==> src/design/mcpwm_cfg.svh <==
`ifndef MCPWM_CFG_SVH
`define MCPWM_CFG_SVH
// Register byte offsets
`define MCPWM_OFF_STATUS  8'h00
`define MCPWM_OFF_MASK    8'h04
`define MCPWM_OFF_CTRL    8'h08
`define MCPWM_OFF_COUNT   8'h0c
`define MCPWM_OFF_PRESC   8'h10
`define MCPWM_OFF_PCOUNT  8'h14
`define MCPWM_OFF_ACTION  8'h18
`define MCPWM_OFF_MATCH0  8'h1c
`define MCPWM_OFF_OUTCFG  8'h38
`define MCPWM_OFF_RELEASE 8'h3c
`define MCPWM_OFF_OUTSTAT 8'h40
// Control field positions
`define MCPWM_CTRL_RUN    0
`define MCPWM_CTRL_CLR    1
`define MCPWM_CTRL_PWM    3
// Per-match action field, three bits per match register
`define MCPWM_ACT_INT     0
`define MCPWM_ACT_RST     1
`define MCPWM_ACT_STOP    2
// Output enable of channel n sits at OUTCFG bit EN+n-1
`define MCPWM_OUTCFG_EN   9
`define MCPWM_NMATCH      7
// Reset values
`define MCPWM_RST_WORD    32'h0000_0000
`define MCPWM_RST_MVEC    7'h00
`endif

==> src/design/mcpwm_pkg.sv <==
package mcpwm_pkg;
    typedef logic [31:0] mcpwm_word_t;
    typedef logic [6:0]  mcpwm_mvec_t;
    typedef logic [20:0] mcpwm_action_t;
    typedef logic [14:0] mcpwm_outcfg_t;
endpackage

==> src/design/mcpwm_top.sv <==
`timescale 1ns/1ps
`default_nettype none
`include "mcpwm_cfg.svh"

module mcpwm_top (
    input  wire logic        pclk,
    input  wire logic        presetn,
    input  wire logic        psel,
    input  wire logic        penable,
    input  wire logic        pwrite,
    input  wire logic [7:0]  paddr,
    input  wire logic [31:0] pwdata,
    output logic      [31:0] prdata,
    output logic             pready,
    output logic             pslverr,
    output logic      [5:0]  pwm_out,
    output logic             irq
);

    ////////////////////////////////////////////////////////////////////////
    // State

    mcpwm_pkg::mcpwm_word_t   tc_reg, tc_next;
    mcpwm_pkg::mcpwm_word_t   pr_reg, pr_next;
    mcpwm_pkg::mcpwm_word_t   pc_reg, pc_next;
    mcpwm_pkg::mcpwm_word_t   mr_sh_reg  [7];
    mcpwm_pkg::mcpwm_word_t   mr_sh_next [7];
    mcpwm_pkg::mcpwm_word_t   mr_act_reg [7];
    mcpwm_pkg::mcpwm_word_t   mr_act_next[7];
    mcpwm_pkg::mcpwm_mvec_t   status_reg, status_next;
    mcpwm_pkg::mcpwm_mvec_t   mask_reg, mask_next;
    mcpwm_pkg::mcpwm_mvec_t   ler_reg, ler_next;
    mcpwm_pkg::mcpwm_action_t act_reg, act_next;
    mcpwm_pkg::mcpwm_outcfg_t ocfg_reg, ocfg_next;
    logic [3:0]               ctrl_reg, ctrl_next;
    logic [6:1]               out_reg, out_next;
    logic [31:0]              prdata_reg, prdata_next;
    logic                     pready_reg, pready_next;
    logic                     pslverr_reg, pslverr_next;
    logic                     irq_reg, irq_next;

    mcpwm_pkg::mcpwm_mvec_t   match, rst_bits, stop_bits, int_bits;
    logic                     run, tick, pwm_on, wr, rd_cap, wr_tc, hit;
    logic [3:0]               msel;

    // Match register index decode: {hit, index}
    function automatic logic [3:0] mr_sel(input logic [7:0] a);
        logic [7:0] d;
        d = a - `MCPWM_OFF_MATCH0;
        mr_sel = {(a >= `MCPWM_OFF_MATCH0) && (d[7:2] < 6'h07) && (a[1:0] == 2'h0), d[4:2]};
    endfunction

    ////////////////////////////////////////////////////////////////////////
    // Counter, matches and outputs

    always_comb begin
        msel   = mr_sel(paddr);
        pwm_on = ctrl_reg[`MCPWM_CTRL_PWM];
        run    = ctrl_reg[`MCPWM_CTRL_RUN] & ~ctrl_reg[`MCPWM_CTRL_CLR];
        tick   = run && (pc_reg == pr_reg);
        for (int i = 0; i < `MCPWM_NMATCH; i++) begin
            match[i]     = tick && (tc_reg == mr_act_reg[i]);
            int_bits[i]  = act_reg[3*i + `MCPWM_ACT_INT];
            rst_bits[i]  = act_reg[3*i + `MCPWM_ACT_RST];
            stop_bits[i] = act_reg[3*i + `MCPWM_ACT_STOP];
        end
        // Modulation mode closes the cycle at the period match, except when COUNT is written in that cycle
        rst_bits[0] = rst_bits[0] | pwm_on;
        wr     = psel & penable & pready_reg & pwrite;
        rd_cap = psel & penable & ~pready_reg;
        wr_tc  = wr && (paddr == `MCPWM_OFF_COUNT);
        hit    = msel[3] || (paddr == `MCPWM_OFF_STATUS) || (paddr == `MCPWM_OFF_MASK)
                 || (paddr == `MCPWM_OFF_CTRL) || (paddr == `MCPWM_OFF_COUNT)
                 || (paddr == `MCPWM_OFF_PRESC) || (paddr == `MCPWM_OFF_PCOUNT)
                 || (paddr == `MCPWM_OFF_ACTION) || (paddr == `MCPWM_OFF_OUTCFG)
                 || (paddr == `MCPWM_OFF_RELEASE) || (paddr == `MCPWM_OFF_OUTSTAT);

        // Prescaler
        if (ctrl_reg[`MCPWM_CTRL_CLR]) begin
            pc_next = `MCPWM_RST_WORD;
        end else if (!run) begin
            pc_next = pc_reg;
        end else if (tick) begin
            pc_next = `MCPWM_RST_WORD;
        end else begin
            pc_next = pc_reg + 32'h0000_0001;
        end

        // Main counter
        if (ctrl_reg[`MCPWM_CTRL_CLR]) begin
            tc_next = `MCPWM_RST_WORD;
        end else if (wr_tc) begin
            tc_next = pwdata;
        end else if (tick && |(match & rst_bits)) begin
            tc_next = `MCPWM_RST_WORD;
        end else if (tick) begin
            tc_next = tc_reg + 32'h0000_0001;
        end else begin
            tc_next = tc_reg;
        end

        // Software registers
        pr_next   = (wr && paddr == `MCPWM_OFF_PRESC) ? pwdata : pr_reg;
        mask_next = (wr && paddr == `MCPWM_OFF_MASK) ? pwdata[6:0] : mask_reg;
        act_next  = (wr && paddr == `MCPWM_OFF_ACTION) ? pwdata[20:0] : act_reg;
        ocfg_next = (wr && paddr == `MCPWM_OFF_OUTCFG) ? pwdata[14:0] : ocfg_reg;
        ctrl_next = (wr && paddr == `MCPWM_OFF_CTRL) ? pwdata[3:0] : ctrl_reg;
        if (|(match & stop_bits)) begin
            ctrl_next[`MCPWM_CTRL_RUN] = 1'b0;
        end

        // Sticky match flags, a new event wins over a write-one clear
        status_next = status_reg;
        if (wr && paddr == `MCPWM_OFF_STATUS) begin
            status_next = status_reg & ~pwdata[6:0];
        end
        status_next = status_next | (match & int_bits);

        // Shadow and active match values
        ler_next = ler_reg;
        for (int i = 0; i < `MCPWM_NMATCH; i++) begin
            mr_sh_next[i]  = mr_sh_reg[i];
            mr_act_next[i] = mr_act_reg[i];
            if (pwm_on && match[0] && ler_reg[i]) begin
                mr_act_next[i] = mr_sh_reg[i];
                ler_next[i]    = 1'b0;
            end
            if (wr && msel[3] && msel[2:0] == i[2:0]) begin
                mr_sh_next[i] = pwdata;
                if (!pwm_on) begin
                    mr_act_next[i] = pwdata;
                end
            end
        end
        if (wr && paddr == `MCPWM_OFF_RELEASE) begin
            ler_next = ler_next | pwdata[6:0];
        end

        // Output channels; a clearing edge wins over a setting one
        for (int n = 1; n < `MCPWM_NMATCH; n++) begin
            logic set_ev;
            set_ev = (n >= 2 && ocfg_reg[n]) ? match[n-1] : match[0];
            if (!pwm_on || !ocfg_reg[`MCPWM_OUTCFG_EN + n - 1]) begin
                out_next[n] = 1'b0;
            end else if (match[n]) begin
                out_next[n] = 1'b0;
            end else if (set_ev) begin
                out_next[n] = 1'b1;
            end else begin
                out_next[n] = out_reg[n];
            end
        end
    end

    ////////////////////////////////////////////////////////////////////////
    // Bus answer and interrupt

    always_comb begin
        prdata_next  = prdata_reg;
        pready_next  = rd_cap;
        pslverr_next = rd_cap & ~hit;
        if (rd_cap) begin
            prdata_next = 32'h0000_0000;
            if (msel[3]) begin
                prdata_next = mr_sh_reg[msel[2:0]];
            end else begin
                unique case (paddr)
                    `MCPWM_OFF_STATUS:  prdata_next = {25'h0, status_reg};
                    `MCPWM_OFF_MASK:    prdata_next = {25'h0, mask_reg};
                    `MCPWM_OFF_CTRL:    prdata_next = {28'h0, ctrl_reg};
                    `MCPWM_OFF_COUNT:   prdata_next = tc_reg;
                    `MCPWM_OFF_PRESC:   prdata_next = pr_reg;
                    `MCPWM_OFF_PCOUNT:  prdata_next = pc_reg;
                    `MCPWM_OFF_ACTION:  prdata_next = {11'h0, act_reg};
                    `MCPWM_OFF_OUTCFG:  prdata_next = {17'h0, ocfg_reg};
                    `MCPWM_OFF_RELEASE: prdata_next = {25'h0, ler_reg};
                    `MCPWM_OFF_OUTSTAT: prdata_next = {25'h0, out_reg, 1'b0};
                    default:            prdata_next = 32'h0000_0000;
                endcase
            end
        end
        irq_next = |(status_next & mask_next);
    end

    ////////////////////////////////////////////////////////////////////////
    // Registers

    always_ff @(posedge pclk or negedge presetn) begin
        if (!presetn) begin
            tc_reg      <= `MCPWM_RST_WORD;
            pr_reg      <= `MCPWM_RST_WORD;
            pc_reg      <= `MCPWM_RST_WORD;
            status_reg  <= `MCPWM_RST_MVEC;
            mask_reg    <= `MCPWM_RST_MVEC;
            ler_reg     <= `MCPWM_RST_MVEC;
            act_reg     <= 21'h000000;
            ocfg_reg    <= 15'h0000;
            ctrl_reg    <= 4'h0;
            out_reg     <= 6'h00;
            prdata_reg  <= 32'h0000_0000;
            pready_reg  <= 1'b0;
            pslverr_reg <= 1'b0;
            irq_reg     <= 1'b0;
            for (int i = 0; i < `MCPWM_NMATCH; i++) begin
                mr_sh_reg[i]  <= `MCPWM_RST_WORD;
                mr_act_reg[i] <= `MCPWM_RST_WORD;
            end
        end else begin
            tc_reg      <= tc_next;
            pr_reg      <= pr_next;
            pc_reg      <= pc_next;
            status_reg  <= status_next;
            mask_reg    <= mask_next;
            ler_reg     <= ler_next;
            act_reg     <= act_next;
            ocfg_reg    <= ocfg_next;
            ctrl_reg    <= ctrl_next;
            out_reg     <= out_next;
            prdata_reg  <= prdata_next;
            pready_reg  <= pready_next;
            pslverr_reg <= pslverr_next;
            irq_reg     <= irq_next;
            for (int i = 0; i < `MCPWM_NMATCH; i++) begin
                mr_sh_reg[i]  <= mr_sh_next[i];
                mr_act_reg[i] <= mr_act_next[i];
            end
        end
    end

    assign prdata  = prdata_reg;
    assign pready  = pready_reg;
    assign pslverr = pslverr_reg;
    assign pwm_out = out_reg;
    assign irq     = irq_reg;
endmodule
`default_nettype wire

==> config.mk <==
export PLATFORM = sky130hd
export DESIGN_NAME = mcpwm_top
export DESIGN_NICKNAME = d
export VERILOG_FILES = /design/src/design/mcpwm_pkg.sv /design/src/design/mcpwm_top.sv
export VERILOG_INCLUDE_DIRS = /design/src /design/src/design
export SDC_FILE = /design/constraint.sdc
export NUM_CORES = 2
export LEC_CHECK = 0
export BUFFER_PORTS_ARGS = -buffer_cell sky130_fd_sc_hd__buf_4
export CAP_MARGIN = 10
export CORE_AREA = 2 2 253 255
export CTS_CLUSTER_DIAMETER = 60
export DETAILED_ROUTE_END_ITERATION = 10
export DIE_AREA = 0 0 255 257
export PLACE_DENSITY_LB_ADDON = 0.15
export SYNTH_ARGS = -nofsm -noshare
export SYNTH_HDL_FRONTEND = slang
export SYNTH_SLANG_ARGS = --single-unit
==> constraint.sdc <==
create_clock -name pclk -period 2.9 [get_ports pclk]
set_input_delay 0.435 -clock pclk [delete_from_list [all_inputs] [get_ports pclk]]
set_output_delay 0.435 -clock pclk [all_outputs]
set_load 0.02 [all_outputs]
---- Word level (Yosys, flattened, before mapping) ----
Cells that the tools add are included.
cells by class
  add/subtract/negate cells ............... 3
  mux-type cells .......................... 68
  $lt $le $gt $ge ......................... 3
  multiply operators ...................... 0
  bitwise gates (word level) .............. 19
  reduce and logical (&&, ||, !) cells .... 73
  div/mod/pow operators ................... 0
  shift operators ......................... 0
  equality and inequality tests ........... 23
operator list
  operator                                             number
  2-to-1 mux 32 bit                                    31
  case mux 32 bit (10 select lines)                    1
  == test 32 bit                                       8
  binary-select mux 32 bit (select 3 bit)              1
  adder 32 x 1 -> 32 bit, second input constant        2
  bitwise AND 7 bit                                    5
  logical AND 1 bit                                    35
  2-to-1 mux 1 bit                                     32
  == test 8 x 5 -> 1 bit, second input constant        3
  2-to-1 mux 7 bit                                     3
  OR reduction 7 bit                                   3
  nonzero test 3 bit                                   6
  == test 8 x 4 -> 1 bit, second input constant        2
  == test 8 x 6 -> 1 bit, second input constant        2
  logical OR 1 bit                                     16
  bitwise OR 7 bit                                     2
  == test 3 bit, second input constant                 3
  == test 8 x 3 -> 1 bit, second input constant        1
  == test 8 x 7 -> 1 bit, second input constant        1
  >= comparator 8 x 5 -> 1 bit, second input constant  1
  zero test 8 bit                                      1
  subtractor 8 x 5 -> 8 bit, second input constant     1
  zero test 1 bit                                      7
  inverter 7 bit                                       1
  12 further kinds                                     21
word-level totals
  memories ................................ 0
  memory bits (read-only) ................. 0
  flip-flop bits (word level) ............. 646
  bits in latches ......................... 0
  input port bits ......................... 45
  RAM bits ................................ 0

---- Depth between registers and ports, before layout ----
  depth in word-level cells ............... 16
  mapped depth ............................ 13
  gate-level depth less buffers ........... 9

---- Worst setup path before layout ----
OpenSTA, ideal clock, no wires.
  kind .................................... in2reg
  start point ............................. in paddr[2]
  end point ............................... reg prdata_reg[24], in the netlist prdata[24]
  data required time ...................... 2.766 ns
  library setup time ...................... 0.134 ns
  path slack .............................. -0.072 ns
  arrival ................................. 2.838 ns
  cell stages on the path ................. 12
  path through ............................ buf_2 -> clkbuf_1 -> inv_1 -> ha_1 -> clkbuf_1 -> buf_2 -> clkbuf_1 -> mux2_2 -> a21oi_1 -> o21ai_0 -> o21ai_0 -> o21ai_0
between the ends
  longest elaborated chain between the ends .. 6
  elaborated cells on any way between the ends .. 21
  those cells by class .................... add/sub: 1; order compare: 2; eq/ne: 9; mux: 5; bitwise: 1; reduce/logical: 3
ends and longest elaborated chain
  what                                                               line              RTL
  start: declaration                                                 mcpwm_top.sv:11   input wire logic [7:0] paddr,
  branches (longest 5 deep; another with subtractor 8 x 5 -> 8 bit)  --
  2-to-1 mux 32 bit *                                                mcpwm_top.sv:164  if (msel[3]) begin
  end signal: assignment                                             mcpwm_top.sv:219  prdata_reg <= prdata_next;
  end: declaration                                                   mcpwm_top.sv:37   logic [31:0] prdata_reg, prdata_next;
Mark *: on every way between the ends. The select of a mux whose other input is x is not followed.
A chain may end at the register's enable or synchronous reset.

---- Worst setup path after layout ----
  start point ............................. reg pr_reg[4]
  end point ............................... reg irq_reg, in the netlist irq
between the ends
  longest elaborated chain between the ends .. 7
  elaborated cells on any way between the ends .. 13
  those cells by class .................... eq/ne: 1; bitwise: 3; reduce/logical: 9
ends and longest elaborated chain
  what                      line              RTL
  start: declaration        mcpwm_top.sv:24   mcpwm_pkg::mcpwm_word_t pr_reg, pr_next;
  start signal: assignment  mcpwm_top.sv:191  pr_reg <= `MCPWM_RST_WORD;
  start signal: assignment  mcpwm_top.sv:210  pr_reg <= pr_next;
  == test 32 bit            mcpwm_top.sv:60   tick = run && (pc_reg == pr_reg);
  logical AND 1 bit         mcpwm_top.sv:60
  logical AND 1 bit         mcpwm_top.sv:62   match[i] = tick && (tc_reg == mr_act_reg[i]);
  bitwise AND 7 bit         mcpwm_top.sv:117  status_next = status_next | (match & int_bits);
  bitwise OR 7 bit          mcpwm_top.sv:117
  named net status_next[1]  mcpwm_top.sv:30   mcpwm_pkg::mcpwm_mvec_t status_reg, status_next;
  bitwise AND 7 bit         mcpwm_top.sv:182  irq_next = |(status_next & mask_next);
  OR reduction 7 bit        mcpwm_top.sv:182
  named net irq_next        mcpwm_top.sv:40   logic irq_reg, irq_next;
  end signal: assignment    mcpwm_top.sv:222  irq_reg <= irq_next;
  end: declaration          mcpwm_top.sv:40
The timed path passes the listed nets, and every way through them passes these cells.

==> results.cfg <==
[critical_path]
path_cells = xnor2_2 -> nand4_1 -> nor4_4 -> buf_4 -> buf_4 -> nand3_4 -> buf_4 -> nor3_2 -> buf_4 -> a22o_1 -> nand2_1 -> nand4_1
ff2ff_path_depth = 12
r2r_end = irq
critical_path.max_stage_delay_ns = 0.44
ff2ff_setup_slack_ns = -0.07
crit_type = register to register
r2r_start = pr_reg[4]
worst-path-max-fanout = 9
cpMostUsedCell = buf_4
worstPathRequired_ns = 3.46
startpoint_type = register
crit_slowest_cell = dfrtp_1
endpoint_kind = register
arrival_ns = 3.53

[floorplanning]
design.core.area_um2 = 62700
die_x_um = 255
die_area_um2 = 65500
io_pins = 86
placementRows = 92
initial_utilization = 0.546
die_h_um = 257

[clock_network]
cts_num_sinks = 646
numCtsBuffers = 73
cts_root_buf = clkbuf_16
clk_pin_slew_worst_paths_ns = 0.06
clockBufferDepth = 3
h-tree-depth = 3
clkLatencyLatePin_ns = 0.64
cts_tree = done

[pwr]
ir_worst_vdd_v = 0.000420
leakage_nw = 19.3
powerDensity_nw_per_um2 = 479

[worst_hold_path]
hold_depth = 3
holdPathEnd = mr_act_reg[55]
hold_class = primary input to register
min_from = pwdata[23]

[global_route]
grt_max_degree = 96
grt_pass1_vias = 27278
grt_pass1_wl_um = 181000
grt_antenna_before_repair = 1
overflow = 0
track_usage = 0.376

[route]
drtIter0Drc = 3313
post_drt_wl_per_cell_um = 28.1
vias = 27502
drtAntennaViolNets = 0
drt-pass1-iter-count = 7
wirelength_um = 122000
drc = 0
avgViaCountPerCell = 6.31

[finish]
multi_input_area_um2 = 17000
fill_cells = 4897
syn_to_final_growth_pct = 19.6
drive_gt1_frac = 0.296
mostFrequentLayoutCell = dfrtp_1
num-nets-final = 3509
layout_common_cells = dfrtp_1, buf_4, mux2_2, nand2_1, mux2i_1
seq_area_um2 = 16200
post-route-util = 0.653

[sta]
fin_ws_ns = -0.0703
setup_violations = 3
drv_slew = 0
skew_ns = 0.0285
max_slew_margin = 0.504
rsz0062_at_grt = yes
tightestPinTransition_ns = 0.738
hold_viol = 0
timing.final.crit_period_ns = 2.97
fin_crit_sh = 1.02
max_freq_ghz = 0.337

[yosys]
yosysWarnings = 0
syn_nets = 3247
async_flop_share = 1.00
synth-edff-count = 0
synthTopCellsByArea = dfrtp_1, mux2_2, mux2i_1, xor2_1, nand2_1
seq_area_frac_synth = 0.472
synth-seq-cells = 646
synth_largest_area_cell = dfrtp_1
synth_cell_type_count = 71
syn_area_um2 = 34300
syn_inst = 3194
synth_flop_cell = dfrtp_1
syn_area_per_cell_um2 = 10.7
synth_top_area_frac = 0.472

[status]
violations = setup timing
outcome = finished with violations

[place]
port_buffers = 85
hpwl_um = 87400
gp_congestion = 1.01
dpl_worst_slack_ns = -0.304

[run]
max_cap_viol_count = 0
==> cell type report <==
cell class | count | share of cell area
Multi-Input combinational cell | 2244 | 0.415
Sequential cell | 646 | 0.395
Timing Repair Buffer | 473 | 0.104
Clock buffer | 106 | 0.0525
Tap cell | 846 | 0.0258
Clock inverter | 25 | 0.00696
Inverter | 18 | 0.00165
Antenna cell | 1 | 0.0000611
==> routing by layer <==
layer  part of all wire  track usage
met5           0.000082            0
met4              0.070        0.223
met3              0.084       0.0843
met2               0.45        0.565
met1               0.40        0.498
==> cells in the mapped netlist (all sizes together), types with 5 or more instances <==
master	instances
mux2	334
dfrtp	646
a221oi	8
mux2i	226
mux4	32
inv	18
and4	5
o41ai	6
a22o	22
nor2b	12
a31oi	15
and2	17
nor4	55
nor3b	33
nand3	67
xnor2	100
ha	8
or3	8
a21oi	129
buf	165
nand2	334
a222oi	20
nand4	55
nor3	33
o31ai	14
a22oi	57
and3	19
clkbuf	122
a211oi	10
xor2	162
nor2	132
o21ai	300
==> power breakdown <==
group | total (mW) | switching (mW) | internal [mW]
clock network | 9.48 | 3.93 | 5.55
logic | 1.06 | 0.741 | 0.319
registers | 9.11 | 0.0469 | 9.06
==> cells by family after synthesis <==
logic type	count (synthesis)	share of synthesized area
AOI/OAI and AO/OA	601	0.104
muxes	592	0.197
xor gates and xnor gates	262	0.0669
buffers and inverters	305	0.0423
DFF	646	0.472
adders and majority gates	8	0.00292
and+or+nand+nor	780	0.115
==> how the worst max path moves through the flow <==
stage | startpoint | depth (start not counted) | end | slack, ns
2_1_floorplan | paddr[2] | 12 | prdata[24] | 0.05
3_5_place_dp | paddr[2] | 11 | prdata[24] | -0.30
6_report | pr_reg[4] | 12 | irq | -0.07
5_1_grt | pr_reg[4] | 11 | ctrl_reg[0] | -0.04
4_1_cts | tc_reg[28] | 11 | tc_reg[13] | -0.02
3_3_place_gp | paddr[2] | 11 | prdata[24] | -0.28
==> worst max-delay path: cells and delay by family (launching register included) <==
| kind | cells | cell delay, ns |
|---|---|---|
| simple gates | 6 | 1.21 |
| buf+inv | 4 | 0.81 |
| flops | 1 | 0.44 |
| xor+xnor | 1 | 0.25 |
| compound gates | 1 | 0.18 |
==> stage by stage <==
stage / setup TNS [ns] / instance area (um^2) / total power, mW / hold slack (ns) / cells
after global routing: -0.153 / 41000 / 20.1 / 0.166 / 4358
after floorplan: 0 / 34300 / 9.66 / 0.139 / 3194
after detailed placement: -17.63 / 38200 / 10.3 / 0.422 / 4217
after CTS: -0.0152 / 40700 / 19.7 / 0.140 / 4351
final: -0.158 / 41000 / 19.6 / 0.162 / 4359
after global placement: -9.26 / 38200 / 10.3 / 0.420 / 4217
==> repair_timing <==
item / in CTS / in global routing
hold buffers: 1 / 0
buffers inserted: 1 / 7
endpoints found under the setup margin: 202 / 233
gates cloned: 1 / 0
pin swaps: 0 / 9
endpoints found under the hold margin: 41 / 0
resized for setup: 13 / 32
No activity file was read; power rests on OpenSTA's default activity.
